`src/logic/sfms_defs.svh`:
```
// Purpose: shared constants of the synchronous flash mode setup block
// Assumes: included by bare name from the package and the bench
// Notes:   definitions only
`ifndef SFMS_DEFS_SVH
`define SFMS_DEFS_SVH

// ----------------------------------------
// operation mode register fields
// ----------------------------------------
`define SFMS_MODE_RESET    8'h62
`define SFMS_BL_MSB        1
`define SFMS_BL_LSB        0
`define SFMS_BT_BIT        2
`define SFMS_CL_MSB        5
`define SFMS_CL_LSB        3
`define SFMS_RL_BIT        6
`define SFMS_RM_BIT        7
`define SFMS_BL4_CODE      2'h2
`define SFMS_BL8_CODE      2'h3
`define SFMS_BOOT_KEY_BIT  8

// ----------------------------------------
// timing
// ----------------------------------------
`define SFMS_MODE_CYCLES   2'h3

// ----------------------------------------
// controller register map
// ----------------------------------------
`define SFMS_REG_CTRL      4'h0
`define SFMS_REG_CMD       4'h1
`define SFMS_REG_STATUS    4'h2
`define SFMS_REG_RDATA     4'h3
`define SFMS_CTRL_PD_BIT   0
`define SFMS_CMD_OP_MSB    1
`define SFMS_CMD_OP_LSB    0
`define SFMS_CMD_ADDR_MSB  20
`define SFMS_CMD_ADDR_LSB  8

`endif

```
`src/logic/sfms_pkg.sv`:
```
// Purpose: types and field decode shared by both ends
// Assumes: sfms_defs.svh holds the numbers
// Notes:   none
package sfms_pkg;
`include "sfms_defs.svh"

	typedef enum logic [1:0] {
		SFMS_OP_NOP  = 2'b00,
		SFMS_OP_ROW  = 2'b01,
		SFMS_OP_READ = 2'b10,
		SFMS_OP_MODE = 2'b11
	} sfms_op_t;

	typedef enum logic {
		SFMS_DEV_READY = 1'b0,
		SFMS_DEV_BUSY  = 1'b1
	} sfms_dev_state_t;

	typedef enum logic [1:0] {
		SFMS_HOST_PWRUP = 2'b00,
		SFMS_HOST_IDLE  = 2'b01,
		SFMS_HOST_MWAIT = 2'b10
	} sfms_host_state_t;

	// cas latency in cycles, code 0 reads as 1
	function automatic logic [3:0] sfms_cas_lat(input logic [7:0] m);
		return {1'b0, m[`SFMS_CL_MSB:`SFMS_CL_LSB]} + 4'h1;
	endfunction

	function automatic logic [1:0] sfms_ras_lat(input logic [7:0] m);
		return m[`SFMS_RL_BIT] ? 2'h2 : 2'h1;
	endfunction

	function automatic logic sfms_bl8(input logic [7:0] m);
		return m[`SFMS_BL_MSB:`SFMS_BL_LSB] == `SFMS_BL8_CODE;
	endfunction

	function automatic logic sfms_mode_legal(input logic [7:0] m);
		return (m[`SFMS_BL_MSB:`SFMS_BL_LSB] == `SFMS_BL4_CODE || sfms_bl8(m))
			&& m[`SFMS_CL_MSB:`SFMS_CL_LSB] != 3'h0;
	endfunction
endpackage

```
`src/logic/sfms_bus_if.sv`:
```
// Purpose: synchronous memory bus between controller and flash
// Assumes: both ends run on the same CLK
// Notes:   dq is driven by the flash at all times, valid only while dq_oe is high
`timescale 1ns/1ns
interface sfms_bus_if;
	logic        cs_n;
	logic        ras_n;
	logic        cas_n;
	logic        mls_n;
	logic        cke;
	logic        dqm;
	logic        word;
	logic [12:0] addr;
	logic [31:0] dq;
	logic        dq_oe;

	modport dev (
		input  cs_n, ras_n, cas_n, mls_n, cke, dqm, word, addr,
		output dq, dq_oe
	);
	modport host (
		output cs_n, ras_n, cas_n, mls_n, cke, dqm, word, addr,
		input  dq, dq_oe
	);
endinterface

```
`src/logic/sfms_burst_gen.sv`:
```
// Purpose: beat offset inside a wrapped burst
// Assumes: start and beat are low column bits
// Notes:   combinational
`timescale 1ns/1ns
module sfms_burst_gen (
	// burst setup
	input  wire logic [2:0] start,
	input  wire logic [2:0] beat,
	input  wire logic       bl8,
	input  wire logic       interleave,
	// result
	output logic      [2:0] offset
);
	logic [2:0] raw;

	always_comb begin
		raw = interleave ? (start ^ beat) : (start + beat);
		// a 4-beat burst wraps inside its aligned quad
		offset = bl8 ? raw : {start[2], raw[1:0]};
	end
endmodule

```
`src/logic/sfms_device.sv`:
```
// Function
// chip select high makes cycle nop
// no mode load during normal operation
// power-up holds strobes, enable, mask high
// width select set at power-up, kept
// mode update takes three cycles
// data outputs float unless reading
// variant auto-selects boot region after power-up
// width select high x32, low x16
// row on row strobe, column on column strobe
// reset mode: array, RL2, CL5, BL4, sequential
// mode load after power-down exit, before operation
// mode load: all four strobes low, active
// mode load captures address bits 0..7
// mode fields: length, type, CL, RL, read
// burst order sequential or interleaved wrap
// controller writes only non-reserved mode codes
//
// Purpose: flash end of the bus, command decode and mode setup
// Assumes: controller on the same clock, array read combinationally
// Notes:   ARRAY_DATA must answer ARRAY_ADDR within the same cycle
`timescale 1ns/1ns
module sfms_device
	import sfms_pkg::*;
#(
	parameter logic        BOOT_AUTO  = 1'b0,
	parameter logic [31:0] PRODUCT_ID = 32'h0000_5A5A // arbitrary value
) (
	// clock and reset
	input  wire logic        CLK,
	input  wire logic        RESET,
	// memory bus
	sfms_bus_if.dev          bus,
	// array side
	output logic      [19:0] ARRAY_ADDR,
	input  wire logic [31:0] ARRAY_DATA,
	// status
	output logic      [7:0]  MODE,
	output logic             READY,
	output logic             BOOT_SEL,
	output logic             X32,
	output logic             ROW_OPEN,
	output logic             ILLEGAL
);
	typedef struct packed {
		sfms_dev_state_t fsm;
		logic [1:0]      wait_cnt;
		logic [7:0]      mode;
		logic            boot;
		logic            x32;
		logic            cke_q;
		logic            dqm_q;
		logic            row_open;
		logic [1:0]      row_age;
		logic [12:0]     row;
		logic [7:0]      col;
		logic [2:0]      start;
		logic            burst;
		logic [2:0]      lat;
		logic [2:0]      beat;
		logic [19:0]     arr_addr;
		logic            hi_half;
		logic [31:0]     dq;
		logic            dq_oe;
		logic            illegal;
	} sfms_dev_st_t;

	sfms_dev_st_t st;
	sfms_dev_st_t next_st;

	logic       cmd_en;
	logic       mode_cmd;
	logic       row_cmd;
	logic       rd_cmd;
	logic [2:0] gen_start;
	logic [2:0] gen_beat;
	logic [2:0] gen_off;
	logic [7:0] src_col;
	logic [7:0] new_col;

	// --------------------------------------------------
	// burst address
	// --------------------------------------------------
	function automatic logic [7:0] wrap_col(input logic [7:0] c, input logic [2:0] off,
		input logic bl8);
		return bl8 ? {c[7:3], off} : {c[7:2], off[1:0]};
	endfunction

	sfms_burst_gen sfms_burst_gen_i (
		.start      (gen_start),
		.beat       (gen_beat),
		.bl8        (sfms_bl8(st.mode)),
		.interleave (st.mode[`SFMS_BT_BIT]),
		.offset     (gen_off)
	);

	// --------------------------------------------------
	// command decode
	// --------------------------------------------------
	always_comb begin
		cmd_en = st.cke_q && !bus.cs_n;
		mode_cmd = cmd_en && !bus.ras_n && !bus.cas_n && !bus.mls_n;
		row_cmd = cmd_en && !bus.ras_n && bus.cas_n && bus.mls_n;
		// column strobe is honoured only after the ras latency
		rd_cmd = cmd_en && bus.ras_n && !bus.cas_n && bus.mls_n && st.row_open
			&& st.row_age >= sfms_ras_lat(st.mode) && st.fsm == SFMS_DEV_READY;
		// interleave needs the first column as anchor, not the last beat
		gen_start = rd_cmd ? bus.addr[2:0] : st.start;
		gen_beat = rd_cmd ? 3'h0 : st.beat + 3'h1;
		src_col = rd_cmd ? bus.addr[7:0] : st.col;
		new_col = wrap_col(src_col, gen_off, sfms_bl8(st.mode));
	end

	// --------------------------------------------------
	// next state
	// --------------------------------------------------
	always_comb begin
		next_st = st;
		next_st.cke_q = bus.cke;
		next_st.x32 = bus.word;
		// with clock enable low everything but cke_q and x32 stays frozen, dq and dq_oe included
		if (st.cke_q) begin
			next_st.dqm_q = bus.dqm;
			next_st.dq_oe = 1'b0;
			if (st.row_open && st.row_age != 2'h2) begin
				next_st.row_age = st.row_age + 2'h1;
			end
			if (st.burst) begin
				if (st.lat > 3'h1) begin
					next_st.lat = st.lat - 3'h1;
				end else begin
					if (st.mode[`SFMS_RM_BIT]) begin
						next_st.dq = PRODUCT_ID;
					end else if (st.x32) begin
						next_st.dq = ARRAY_DATA;
					end else begin
						next_st.dq = {16'h0000, st.hi_half ? ARRAY_DATA[31:16]
							: ARRAY_DATA[15:0]};
					end
					// mask sampled two edges before the data is seen
					next_st.dq_oe = !st.dqm_q;
					next_st.beat = st.beat + 3'h1;
					if (st.beat == (sfms_bl8(st.mode) ? 3'h7 : 3'h3)) begin
						next_st.burst = 1'b0;
					end
					next_st.col = new_col;
					next_st.arr_addr = st.x32 ? {st.row, new_col[6:0]}
						: {st.row, new_col[7:1]};
					next_st.hi_half = !st.x32 && new_col[0];
				end
			end
			case (st.fsm)
				SFMS_DEV_BUSY: begin
					// commands are dropped while the mode register settles
					if (st.wait_cnt == 2'h1) begin
						next_st.fsm = SFMS_DEV_READY;
					end else begin
						next_st.wait_cnt = st.wait_cnt - 2'h1;
					end
				end
				SFMS_DEV_READY: begin
					if (mode_cmd) begin
						// loading during operation leaves an undefined state
						if (st.row_open || st.burst) begin
							next_st.illegal = 1'b1;
						end
						next_st.mode = bus.addr[7:0];
						next_st.boot = bus.addr[`SFMS_BOOT_KEY_BIT];
						next_st.fsm = SFMS_DEV_BUSY;
						next_st.wait_cnt = `SFMS_MODE_CYCLES - 2'h1;
					end else if (row_cmd) begin
						next_st.row = bus.addr;
						next_st.row_open = 1'b1;
						next_st.row_age = 2'h1;
					end else if (rd_cmd) begin
						next_st.col = new_col;
						next_st.start = bus.addr[2:0];
						next_st.burst = 1'b1;
						next_st.beat = 3'h0;
						next_st.lat = 3'(sfms_cas_lat(st.mode) - 4'h1);
						next_st.arr_addr = st.x32 ? {st.row, new_col[6:0]}
							: {st.row, new_col[7:1]};
						next_st.hi_half = !st.x32 && new_col[0];
					end
				end
				default: begin
					next_st.fsm = SFMS_DEV_READY;
				end
			endcase
		end
	end

	// --------------------------------------------------
	// state register
	// --------------------------------------------------
	always_ff @(posedge CLK) begin
		if (RESET) begin
			st <= '0;
			st.mode <= `SFMS_MODE_RESET;
			st.boot <= BOOT_AUTO;
			st.x32 <= 1'b1;
		end else begin
			st <= next_st;
		end
	end

	// --------------------------------------------------
	// outputs
	// --------------------------------------------------
	assign bus.dq     = st.dq;
	assign bus.dq_oe  = st.dq_oe;
	assign ARRAY_ADDR = st.arr_addr;
	assign MODE       = st.mode;
	assign READY      = st.fsm == SFMS_DEV_READY;
	assign BOOT_SEL   = st.boot;
	assign X32        = st.x32;
	assign ROW_OPEN   = st.row_open;
	assign ILLEGAL    = st.illegal;
endmodule

```
`src/flat_wrapper.sv`:
```
// flat-port wrapper written by rule: the top's interface ports become plain ports
module sfms_device_flat import sfms_pkg::*;
#(
	parameter logic        BOOT_AUTO  = 1'b0,
	parameter logic [31:0] PRODUCT_ID = 32'h0000_5A5A                   
)
  (CLK, RESET, ARRAY_ADDR, ARRAY_DATA, MODE, READY, BOOT_SEL, X32, ROW_OPEN, ILLEGAL, bus_cs_n, bus_ras_n, bus_cas_n, bus_mls_n, bus_cke, bus_dqm, bus_word, bus_addr, bus_dq, bus_dq_oe);
  sfms_bus_if bus_i ();
  input  wire logic CLK;
  input  wire logic RESET;
  output logic      [19:0] ARRAY_ADDR;
  input  wire logic [31:0] ARRAY_DATA;
  output logic      [7:0] MODE;
  output logic READY;
  output logic BOOT_SEL;
  output logic X32;
  output logic ROW_OPEN;
  output logic ILLEGAL;
  input wire logic [$bits(bus_i.cs_n)-1:0] bus_cs_n;
  input wire logic [$bits(bus_i.ras_n)-1:0] bus_ras_n;
  input wire logic [$bits(bus_i.cas_n)-1:0] bus_cas_n;
  input wire logic [$bits(bus_i.mls_n)-1:0] bus_mls_n;
  input wire logic [$bits(bus_i.cke)-1:0] bus_cke;
  input wire logic [$bits(bus_i.dqm)-1:0] bus_dqm;
  input wire logic [$bits(bus_i.word)-1:0] bus_word;
  input wire logic [$bits(bus_i.addr)-1:0] bus_addr;
  output wire logic [$bits(bus_i.dq)-1:0] bus_dq;
  output wire logic [$bits(bus_i.dq_oe)-1:0] bus_dq_oe;
  assign bus_i.cs_n = bus_cs_n;
  assign bus_i.ras_n = bus_ras_n;
  assign bus_i.cas_n = bus_cas_n;
  assign bus_i.mls_n = bus_mls_n;
  assign bus_i.cke = bus_cke;
  assign bus_i.dqm = bus_dqm;
  assign bus_i.word = bus_word;
  assign bus_i.addr = bus_addr;
  assign bus_dq = bus_i.dq;
  assign bus_dq_oe = bus_i.dq_oe;
  sfms_device #(.BOOT_AUTO(BOOT_AUTO), .PRODUCT_ID(PRODUCT_ID)) u_core (.CLK(CLK), .RESET(RESET), .bus(bus_i), .ARRAY_ADDR(ARRAY_ADDR), .ARRAY_DATA(ARRAY_DATA), .MODE(MODE), .READY(READY), .BOOT_SEL(BOOT_SEL), .X32(X32), .ROW_OPEN(ROW_OPEN), .ILLEGAL(ILLEGAL));
endmodule
```
`config.mk`:
```
export PLATFORM = sky130hd
export DESIGN_NAME = sfms_device_flat
export DESIGN_NICKNAME = d
export VERILOG_FILES = /design/src/logic/sfms_pkg.sv /design/src/logic/sfms_bus_if.sv /design/src/logic/sfms_burst_gen.sv /design/src/logic/sfms_device.sv /design/src/flat_wrapper.sv
export VERILOG_INCLUDE_DIRS = /design/src /design/src/logic
export SDC_FILE = /design/constraint.sdc
export NUM_CORES = 1
export LEC_CHECK = 0
export BUFFER_PORTS_ARGS = -buffer_cell sky130_fd_sc_hd__buf_2
export CAP_MARGIN = 20
export CORE_MARGIN = 5
export CORE_UTILIZATION = 53
export DETAILED_ROUTE_END_ITERATION = 10
export GPL_TIMING_DRIVEN = 0
export PLACE_DENSITY = 0.85
export RECOVER_POWER = 100
export SYNTH_ARGS = -nofsm -noshare
export SYNTH_HDL_FRONTEND = slang
export SYNTH_SLANG_ARGS = --single-unit
```
`constraint.sdc`:
```
create_clock -name CLK -period 3.86 [get_ports CLK]
set_input_delay 0.386 -clock CLK [delete_from_list [all_inputs] [get_ports CLK]]
set_output_delay 0.386 -clock CLK [all_outputs]
set_load 0.02 [all_outputs]
```
* After elaboration in Yosys (flattened, before gate mapping) *
Cells that the tools add are included.

operators by class
  order comparisons = 2
  bitwise logic cells = 5
  reduce and logical (&&, ||, !) cells = 27
  eq/ne operators = 6
  add/sub/neg operators = 7
  mux-type cells = 29

operators by type and width
  cell                                                                number
  54-bit two-way mux                                                  2
  39-bit two-way mux                                                  2
  32-bit two-way mux                                                  2
  61-bit two-way mux                                                  1
  57-bit two-way mux                                                  1
  8-bit two-way mux                                                   3
  3-bit two-way mux                                                   7
  16-bit two-way mux                                                  1
  15-bit two-way mux                                                  1
  1-bit logical AND                                                   14
  12-bit two-way mux                                                  1
  3-bit AND reduction                                                 3
  4-bit AND reduction                                                 2
  7-bit two-way mux                                                   1
  3-bit by 1-bit adder with 3-bit output, second input constant       2
  1-bit logical NOT                                                   6
  2-bit two-way mux                                                   3
  3-bit case mux with 2 select lines                                  1
  3-bit by 1-bit subtractor with 3-bit output, second input constant  2
  5-bit AND reduction                                                 1
  2-bit != test, second input constant                                2
  1-bit NOT                                                           4
  3-bit adder                                                         1
  3-bit == test                                                       1
  other kinds (10)                                                    12

word-level totals
  register bits = 104
  output and inout bits = 66
  logic and storage cells = 96
  input bits = 54

* Depth between registers and ports, before layout *
Gate-level depths: netlist (run 1).

  word-level depth = 20
  depth in mapped cells = 15
  depth with buffers taken out = 13

* Cells and area by module *
A second synthesis (run 1) with hierarchy kept.

second synthesis, totals
  cell total of the unflattened synthesis = 572
  area, all modules = 4,818.4 µm²

by module, submodules not included
  module          seq. area each (µm²)  area an instance (µm²)  cells an instance  times used
  sfms_device     2,042.0               4,718.3                 559                1
  sfms_burst_gen  0.0                   100.1                   13                 1

* Least setup slack after synthesis (run 1) *
OpenSTA, ideal clock, no wires.

  path type = register to register
  start point = reg u_core.st (netlist bit u_core.MODE[6])
  end point = reg u_core.st (netlist bit u_core.ARRAY_ADDR[2])
  slack = 0.529 ns
  cell stages (with the launch flop) = 14
  required time = 3.729 ns
  data arrival time = 3.201 ns
  setup time = 0.130 ns
  buffers on the path = 0
  clock period less this slack = 3.331 ns
  cell sequence = dfxtp_1 inv_1 ha_1 nand2b_1 a21o_1 nand2_1 mux2_2 ha_1 fa_1 nor2b_1 xnor3_1 mux2_2 a211oi_1 o41ai_2

between the ends
  word-level cells in the longest chain between the ends = 16
  elaborated cells between the ends (all ways) = 19
  those cells by class = add/sub (1); order compare (1); mux (14); bitwise (1); reduce/logical (2)

ends and longest elaborated chain
  item                                             RTL line                                text
  from (decl)                                      sfms_device.sv:68                       sfms_dev_st_t st;
  from (signal assigned)                           sfms_device.sv:203                      st <= next_st;
  2-bit two-way mux (*)                            sfms_pkg.sv:31                          return m[`SFMS_RL_BIT] ? 2'h2 : 2'h1;
  2-bit >= comparator (*)                          sfms_device.sv:106                      && st.row_age >= sfms_ras_lat(st.mode) && st.fsm == SFMS_DEV_READY;
  1-bit logical AND (*) (2 in a row)               sfms_device.sv:106
  3-bit two-way mux, on equally long branches      sfms_device.sv:108, sfms_device.sv:109
  3-bit adder / 3-bit XOR (equally long branches)  sfms_burst_gen.sv:17                    raw = interleave ? (start ^ beat) : (start + beat);
  3-bit two-way mux                                sfms_burst_gen.sv:17
  3-bit two-way mux                                sfms_burst_gen.sv:19                    offset = bl8 ? raw : {start[2], raw[1:0]};
  3-bit two-way mux                                sfms_device.sv:86                       return bl8 ? {c[7:3], off} : {c[7:2], off[1:0]};
  7-bit two-way mux                                sfms_device.sv:147, sfms_device.sv:181
  57-bit two-way mux                               sfms_device.sv:129                      if (st.lat > 3'h1) begin
  61-bit two-way mux                               sfms_device.sv:128                      if (st.burst) begin
  39-bit two-way mux                               sfms_device.sv:175                      end else if (rd_cmd) begin
  39-bit two-way mux                               sfms_device.sv:171                      end else if (row_cmd) begin
  54-bit two-way mux                               sfms_device.sv:162                      if (mode_cmd) begin
  54-bit two-way mux (*)                           sfms_device.sv:152                      case (st.fsm)

Every way passes the cells marked *; elsewhere a longest branch is shown, timed or not.
A chain may end at the register's enable or synchronous reset.

* Final worst setup path (run 1) *
Same ends and word-level chain as after synthesis.

==> impl.org, run 1 <==
** Status
- The flow ran to the end, and the final reports show no timing, DRC or antenna violations.

** Min path
- The worst hold path begins at bus_word.
- The min-delay analysis places its worst path in the category input port to register.
- Cell depth of the worst hold path :: 2
- Hold worst-path end :: u_core.X32

** Pwr
- Worst vdd ir :: 0.194 mV
- The analysis attributes to cell leakage a power of 0.00234 uW.
- Pwr per Cell Area :: roughly 340 mW/mm^2

** Setup path
- In this run the register-to-register setup slack is 0.18 ns.
- In this run the critical register-to-register path is launched from u_core.MODE[6].
- STA puts the critical path data required time at 4.11 ns.
- Type of the worst setup path :: register to register
- Worst setup EP type :: register
- Top fanout value on the critical path :: 10
- Measured in cells, the most critical reg-to-reg path has a length of 13.
- Data on the critical path arrives at its endpoint at 3.94 ns.
- Worst reg2reg path endpoint :: u_core.ARRAY_ADDR[2]
- The worst setup path is launched from a register.

** Logic synthesis
- Mean post-synth cell area :: between 8 and 9 um^2
- Number of register bits inferred by synthesis :: 102
- In this run the cell area of the synthesized design comes to between 0.004 and 0.005 mm^2.
- Post-synthesis sequential area ratio :: 0.423
- The netlist uses 48 different library cells.
- The most used flip-flop cell after synthesis is sky130_fd_sc_hd__dfxtp_1.
- Counting flops with an async set or reset pin after synthesis yields a share of 0.
- Net count after synthesis :: 630
- In this run, synthesis inferred 0 flip-flops with an integrated enable.
- Yosys printed 0 warnings.
- Counting every instance in the synthesized netlist gives 567.

** Place
- The congestion estimate from routability-driven global placement came to 0.902.
- Buffers placed on the I/O ports in this run total between 100 and 150.
- The wire-length estimate of the detail-placed layout is 10000 um.
- Timing analysis after detailed placement gives a worst setup slack of 0.137 ns.

** Route
- Number of optimization iterations in the first detailed-route pass :: 5
- In this run, the number of DRC markers left after iteration 0 of detailed routing was 249.
- In the routed layout, each cell is associated on average with a via count of 5.51.
- # DRC :: 0
- Total via count after detailed routing :: 4458
- In the final routed layout, each cell accounts on average for 16.3 um.
- The routed design has approximately 13000 um of wire.
- Antenna-violating nets left :: 0

** Finish
- Fill cell total of the finished layout :: 789
- Relative to the synthesized area, the layout overhead comes to 17.7%.
- The repair_antennas step left the layout with diodes totalling 0.
- At the end of the flow, the number of nets in the layout was 760.
- Share of layout cells above drive strength 1 :: 0.220

** STA
- Setup violations remaining at the end of the flow were counted as 0.
- For the final routed database, the setup TNS stands at 0 ns.
- Minimum period implied by the final worst setup slack :: roughly 3.7 ns
- Between clock sinks in the finished design, the worst skew comes to 0.00711 ns.
- The number of max-slew violations in the final report was 0.
- Setup repair after global routing left no endpoint under its margin.
- Of the available clock period, the critical path in the final layout requires 0.954.
- Measured against its own limit, the worst slew margin works out to 0.513.
- Final worst setup slack :: 0.177 ns
- Fmax :: 272 MHz
- Final hold violation count :: 0
- At the pin with the least slew margin, the transition time is about 0.73 ns.

** Floorplan
- The floorplan step defined a die boundary enclosing 0.0111 mm^2.
- Placement row count :: 34
- Initial standard-cell utilization of the core :: 0.548
- The die is 105 um wide.
- The region available for standard cell placement spans 0.00881 mm^2.
- 120 I/O pins were placed.
- The floorplan step set the die height to 105 um.

** Run
- Max-Cap Viols :: 0

** Global routing
- Via count of the first global-routing pass :: around 4200
- Maximum number of pins on one net before global-route repair :: 17
- The first global-routing pass estimated 20900 um of wire.
- Summed over all layers, the global routing overflow is 0.
- Across every metal layer, demand over resource in global routing totals 0.233.
- The number of antenna violations at the first check in global routing is 0.

** CTS
- Longest Clk Path Bufs :: 2
- TritonCTS clock tree :: yes
- The number of setup buffers added after CTS is 0.
- Post-cts sizing count :: 0
- Clock-pin slew was measured on the worst setup and hold paths at 0.10 ns.
- Hold repair after CTS inserted 0 buffers.
- Clock latency of the later-clocked register in the worst-skew pair :: around 0.37 ns
- Clock sink total :: 102
- Deepest level of the CTS H-tree :: 3
- Clock tree synthesis selected as its root buffer the cell sky130_fd_sc_hd__clkbuf_8.
- Total CTS buffers :: 9
cell type report:
class / instances / area (um^2) / area share
inverters: 13 / 48.8 / 0.00858
clock inverters: 5 / 83.8 / 0.0147
flip-flops and latches: 102 / 2040 / 0.359
clock buffers: 10 / 138 / 0.0242
plain buffers: 95 / 606 / 0.107
repair buffers: 119 / 512 / 0.0900
well taps: 108 / 135 / 0.0238
multi-input cells: 357 / 2120 / 0.373
per-layer routing:
layer | global-route usage | wire, um
met5 | 0 | 0
met4 | 0.0956 | 358
met3 | 0.0483 | 1300
met2 | 0.399 | 6120
met1 | 0.286 | 5420
worst max-delay path, cell delays in order, from the launching register on:
cell and delay (ns):
sky130_fd_sc_hd__dfxtp_1 0.38, sky130_fd_sc_hd__inv_1 0.08, sky130_fd_sc_hd__ha_1 0.28, sky130_fd_sc_hd__nand2b_1 0.16, sky130_fd_sc_hd__a21o_1 0.21, sky130_fd_sc_hd__nand2_1 0.31
sky130_fd_sc_hd__mux2_1 0.39, sky130_fd_sc_hd__ha_1 0.20, sky130_fd_sc_hd__fa_1 0.39, sky130_fd_sc_hd__nor2b_1 0.16, sky130_fd_sc_hd__xnor3_1 0.33, sky130_fd_sc_hd__mux2_2 0.29
sky130_fd_sc_hd__a211oi_1 0.29, sky130_fd_sc_hd__o41ai_2 0.09
through the flow:
step	hold slack [ns]	cell area, um^2	total power (uW)	utilization	std cells
final	0.194	5680	1920	0.645	809
after global routing	0.198	5680	1970	0.645	809
after CTS	0.180	5780	1930	0.657	809
after detailed placement	0.445	5560	1190	0.631	794
after global placement	0.438	5560	1190	0.631	794
after floorplan	0.432	4830	1140	-	567
placed cells by master (no fill, tap or decap), drive strengths merged, types with 2 or more instances in the layout:
cell type  instances
nor2              53
nand2             77
a211oi            13
clkbuf           103
inv               12
a22oi              8
o211ai             3
o21ai             10
nor4               2
a211o              3
nand3             36
mux2              12
dfxtp            102
xor2               2
nor3              11
clkinv             2
xnor2              3
ha                 8
a31oi              2
nor2b              5
a21oi             63
nand4              2
mux2i             26
clkinvlp           2
nand4b             3
bufinv             2
buf              121
power breakdown:
part           internal (uW)  switching, uW  leakage, uW
Sequential              1060           4.40     0.000822
Clock                    380            368     0.000105
Combinational           41.3           67.6      0.00141
Total                   1480            440      0.00234
worst max-delay path by stage:
stage	from	to	slack [ns]	depth (start not counted)
after CTS	u_core.MODE[6]	u_core.ARRAY_ADDR[2]	0.19	13
after global placement	bus_cs_n	u_core.ARRAY_ADDR[2]	0.19	12
after global routing	u_core.st[90]	u_core.ARRAY_ADDR[2]	0.04	11
after floorplan	u_core.MODE[6]	u_core.ARRAY_ADDR[2]	0.53	13
after detailed placement	bus_cs_n	u_core.ARRAY_ADDR[2]	0.14	12
final	u_core.MODE[6]	u_core.ARRAY_ADDR[2]	0.18	13
state kept, by name (all words and copies together) (netlist names):
| name | flops |
|---|---|
| u_core.bus.dq_oe | 1 |
| u_core.X32 | 1 |
| u_core.ARRAY_ADDR | 20 |
| u_core.ROW_OPEN | 1 |
| u_core.bus.dq | 32 |
| u_core.BOOT_SEL | 1 |
| u_core.ILLEGAL | 1 |
| u_core.st | 37 |
| u_core.MODE | 8 |
synth_stat cells, types with 2 or more instances:
cell / instances / area (um^2)
sky130_fd_sc_hd__nor2_2: 2 / 12.5
sky130_fd_sc_hd__dfxtp_1: 102 / 2040
sky130_fd_sc_hd__a211o_1: 3 / 26.3
sky130_fd_sc_hd__buf_6: 2 / 22.5
sky130_fd_sc_hd__buf_2: 10 / 50.1
sky130_fd_sc_hd__nor2_1: 50 / 188
sky130_fd_sc_hd__nand4_1: 2 / 12.5
sky130_fd_sc_hd__nand4b_1: 3 / 26.3
sky130_fd_sc_hd__nor3_1: 9 / 45.0
sky130_fd_sc_hd__ha_1: 8 / 100
sky130_fd_sc_hd__mux2i_1: 26 / 260
sky130_fd_sc_hd__xnor2_1: 3 / 26.3
sky130_fd_sc_hd__a21oi_1: 62 / 310
sky130_fd_sc_hd__o21ai_0: 9 / 45.0
sky130_fd_sc_hd__o211ai_1: 3 / 22.5
sky130_fd_sc_hd__nand2_1: 77 / 289
sky130_fd_sc_hd__inv_1: 12 / 45.0
sky130_fd_sc_hd__nand3_1: 36 / 180
sky130_fd_sc_hd__a211oi_1: 13 / 97.6
sky130_fd_sc_hd__nor2b_1: 5 / 31.3
sky130_fd_sc_hd__buf_1: 5 / 18.8
sky130_fd_sc_hd__clkbuf_1: 17 / 63.8
sky130_fd_sc_hd__a22oi_1: 8 / 60.1
sky130_fd_sc_hd__mux2_2: 12 / 135
sky130_fd_sc_hd__xor2_1: 2 / 17.5
sky130_fd_sc_hd__a31oi_1: 2 / 12.5
sky130_fd_sc_hd__nor3_2: 2 / 20.0
sky130_fd_sc_hd__nor4_1: 2 / 12.5
sky130_fd_sc_hd__buf_4: 61 / 458
logic make-up after synthesis:
logic type,after synthesis,share of synthesized area
flops,102,0.423
xor+xnor,6,0.0137
buf+inv,108,0.137
compound gates,108,0.136
mux,38,0.0819
simple gates,196,0.183
fa+ha+maj,9,0.0249
Note: power is estimated with default switching activity, not from simulation.
==> inputs of run 2 (changes only) <==
--- a/config.mk
+++ b/config.mk
@@ -12,7 +12,7 @@
 export CORE_UTILIZATION = 53
 export DETAILED_ROUTE_END_ITERATION = 10
 export GPL_TIMING_DRIVEN = 0
-export PLACE_DENSITY = 0.85
+export PLACE_DENSITY = 0.78
 export RECOVER_POWER = 100
 export SYNTH_ARGS = -nofsm -noshare
 export SYNTH_HDL_FRONTEND = slang
==> run 2 against run 1 <==
Compared with the run above:
- hold slack improved by 0.0081 ns
- die area did not move
- sequential cell count did not move
- critical path depth did not move
- non-clock buffer count did not move
- clock skew rose by 0.0036 ns
- largest cell class unchanged
- largest power group unchanged
==> impl.org, run 2 (synthesis results as in run 1) <==
** Route
- The count of nets left with antenna violations once routing finished came out at 0.
- Initial drt markers :: 269
- Post-detailed-route via-to-cell ratio :: 5.35
- In the final routed layout, each cell accounts on average for 16.0 um.
- Sum of routed wire length over all layers :: 12900 um
- For this run, design rule violations remaining after detail routing come to 0.
- Number of optimization iterations in the first detailed-route pass :: 5
- For this block, the via count after detailed routing is 4333.

** Finish
- Share of layout cells above drive strength 1 :: 0.224
- The library cells used most frequently in the layout, excluding fill and tap cells, are sky130_fd_sc_hd__dfxtp_1, sky130_fd_sc_hd__clkbuf_1, sky130_fd_sc_hd__nand2_1.
- Post-synthesis to final-layout area growth :: 17.3%
- The filler cells instantiated in the layout total between 800 and 900.
- Footprint of the multi-input gates :: 0.00213 mm^2
- Reg area :: 0.00204 mm^2
- Once layout is complete, the cells apart from fillers number 810.
- Max reg flops :: 37
- The library cell used most frequently in the layout, excluding fill and tap cells, is sky130_fd_sc_hd__dfxtp_1.
- At the end of the flow the core is filled with cells to 0.643.
- Post-layout nets :: 760
- 0 antenna diodes ended up in the layout.
- Register with the most flip-flops :: u_core.st

** CTS
- The clock passes through at most 2 buffers.
- TritonCTS built the clock tree.
- Clock latency of the later-clocked register in the worst-skew pair :: 0.36 ns
- CTS Root Cell :: sky130_fd_sc_hd__clkbuf_8
- Deepest level of the CTS H-tree :: 3
- After clock tree synthesis, the clock-pin slew on the worst setup and hold paths is 0.10 ns.
- Clock sink total :: 102
- TritonCTS created 9 clock buffers.
- For this design, the CTS-stage hold fixing added 0 buffers.

** Setup path
- The worst setup path is launched from a register.
- At the worst endpoint, the arrival time is between 3 and 4 ns.
- STA classifies the critical path endpoint as a register.
- Slowest cell delay on critical path :: 0.38 ns
- The number of cells on the worst reg-to-reg path is 13.
- At the worst endpoint, the required time is 4.10 ns.
- On the critical path, the stage with the largest delay is an instance of sky130_fd_sc_hd__mux2_2.
- Type of the worst setup path :: register to register
- Traced cell by cell, the critical path runs through inv_1, ha_1, nand2b_1, a21o_1, nand2_2, mux2_2, ha_1, fa_1, nor2b_1, xnor3_1, mux2_2, a211oi_1, o41ai_2.
- The worst register-to-register path begins at u_core.MODE[6].
- The worst register-to-register path ends at u_core.ARRAY_ADDR[2].
- Along the worst path, the maximum fanout reaches 10.
- Register-to-Register Setup Slack :: 0.16 ns

** STA
- Portion of the clock cycle consumed by the worst path in the final layout :: 0.959
- The smallest clock period supported by the final layout is computed as 3.70 ns.
- Worst slack on hold paths :: roughly 0.20 ns
- The number of max-slew violations in the final report came to 0.
- Setup slack on the critical path of the routed design comes to approximately 0.16 ns.
- Total negative slack for setup checks :: 0 ns
- Tightest Pin Transition :: 0.737 ns
- Setup repair after global routing left no endpoint under its margin.
- Setup violations remaining at the end of the flow were counted as 0.
- Final hold violation count :: 0
- Fin Clk Skew :: 0.0107 ns
- Timing would allow up to about 270 MHz.
- Measured against its own limit, the worst slew margin works out to 0.509.

** Place
- Input/output buffers :: 119
- Final GP Congestion :: between 0.8 and 0.9
- Post-DP HPWL :: approximately 9800 um
- OpenSTA, run right after detailed placement, puts the worst setup slack at about 0.058 ns.
- Once placement completed, the tool counted placed cells totaling slightly below 800.

** Floorplan
- Initial standard-cell utilization of the core :: 0.548
- 120 I/O pins were placed.
- Placement row count :: 34
- From left edge to right edge, the die measures 105 um.
- The die covers 0.0111 mm^2.
- In this run the vertical extent of the chip is 105 um.
- Area of the core region :: 0.00881 mm^2

** Global routing
- The number of antenna violations at the first check in global routing came to 0.
- The number of global-route vias before repair is 4292.
- First-pass GRT wire length :: 21100 um
- Global Route Usage Sum :: 0.231
- Maximum number of pins on one net before global-route repair :: 17
- Global routing finished with a remaining overflow of 0.

** Pwr
- Pwr per Cell Area :: around 320 mW/mm^2
- Worst vdd ir :: 0.250 mV
- Leak :: about 0.0023 uW

** Min path
- The worst hold path was traced through 2 stages.
- The startpoint identified for the worst hold timing path is bus_word.
- The tightest min-delay check is of the input port to register type.
- Hold worst-path end :: u_core.X32

** Run
- The tool flagged a number of max-cap violations equal to 0.

** Status
- Result of the run :: complete, no violations
## run 2: worst max-delay path by stage
stage | from | endpoint | slack [ns] | depth (start not counted)
final | u_core.MODE[6] | u_core.ARRAY_ADDR[2] | 0.16 | 13
after global routing | u_core.MODE[6] | u_core.ARRAY_ADDR[2] | 0.01 | 13
after CTS | u_core.MODE[6] | u_core.ARRAY_ADDR[2] | 0.07 | 13
after detailed placement | bus_cs_n | u_core.ARRAY_ADDR[2] | 0.06 | 12
after global placement | bus_cs_n | u_core.ARRAY_ADDR[2] | 0.16 | 12
after floorplan | u_core.MODE[6] | u_core.ARRAY_ADDR[2] | 0.53 | 13
## run 2: area by class of cell
type                            count  share of cell area
Multi-Input combinational cell    357               0.376
Clock inverter                      5              0.0102
Timing Repair Buffer              119              0.0904
Clock buffer                       11              0.0232
Inverter                           13             0.00862
Tap cell                          108              0.0239
Buffer                             95               0.107
Sequential cell                   102               0.361
## run 2: timing repair
action / 4_1_cts / 5_1_grt
buffers inserted: 0 / 0
setup endpoints to repair: 0 / 2
resized for setup: 0 / 2
endpoints found under the hold margin: 0 / 0
## run 2: report_power, final
group	switching, uW	internal [uW]	leakage, uW
sequential	4.03	1060	0.000822
clock	361	302	0.0000977
combinational	67.8	41.4	0.00141
## run 2: stage by stage
step	total power (uW)	cell area, um^2
finish	1830	5660
global route	1890	5660
CTS	1840	5750
floorplan	1140	4830
global placement	1190	5560
detailed placement	1190	5560
## run 2: per-layer routing
| metal | part of all wire | vias up | global-route usage | routed length [um] |
|---|---|---|---|---|
| met4 | 0.013 | 0 | 0.0553 | 168 |
| met5 | 0 | - | 0 | 0 |
| met2 | 0.48 | 169 | 0.402 | 6180 |
| met1 | 0.44 | 2017 | 0.297 | 5750 |
| met3 | 0.065 | 18 | 0.0428 | 843 |
| li1 | - | 2129 | - | - |
## run 2: worst max-delay path, delay by kind of cell, from the launching register on
kind,cells,cell delay (ns)
AOI/OAI and AO/OA,3,0.65
xor gates and xnor gates,1,0.34
adders and majority gates,3,0.90
buffers and inverters,1,0.08
DFF,1,0.37
muxes,2,0.68
and+or+nand+nor,3,0.54
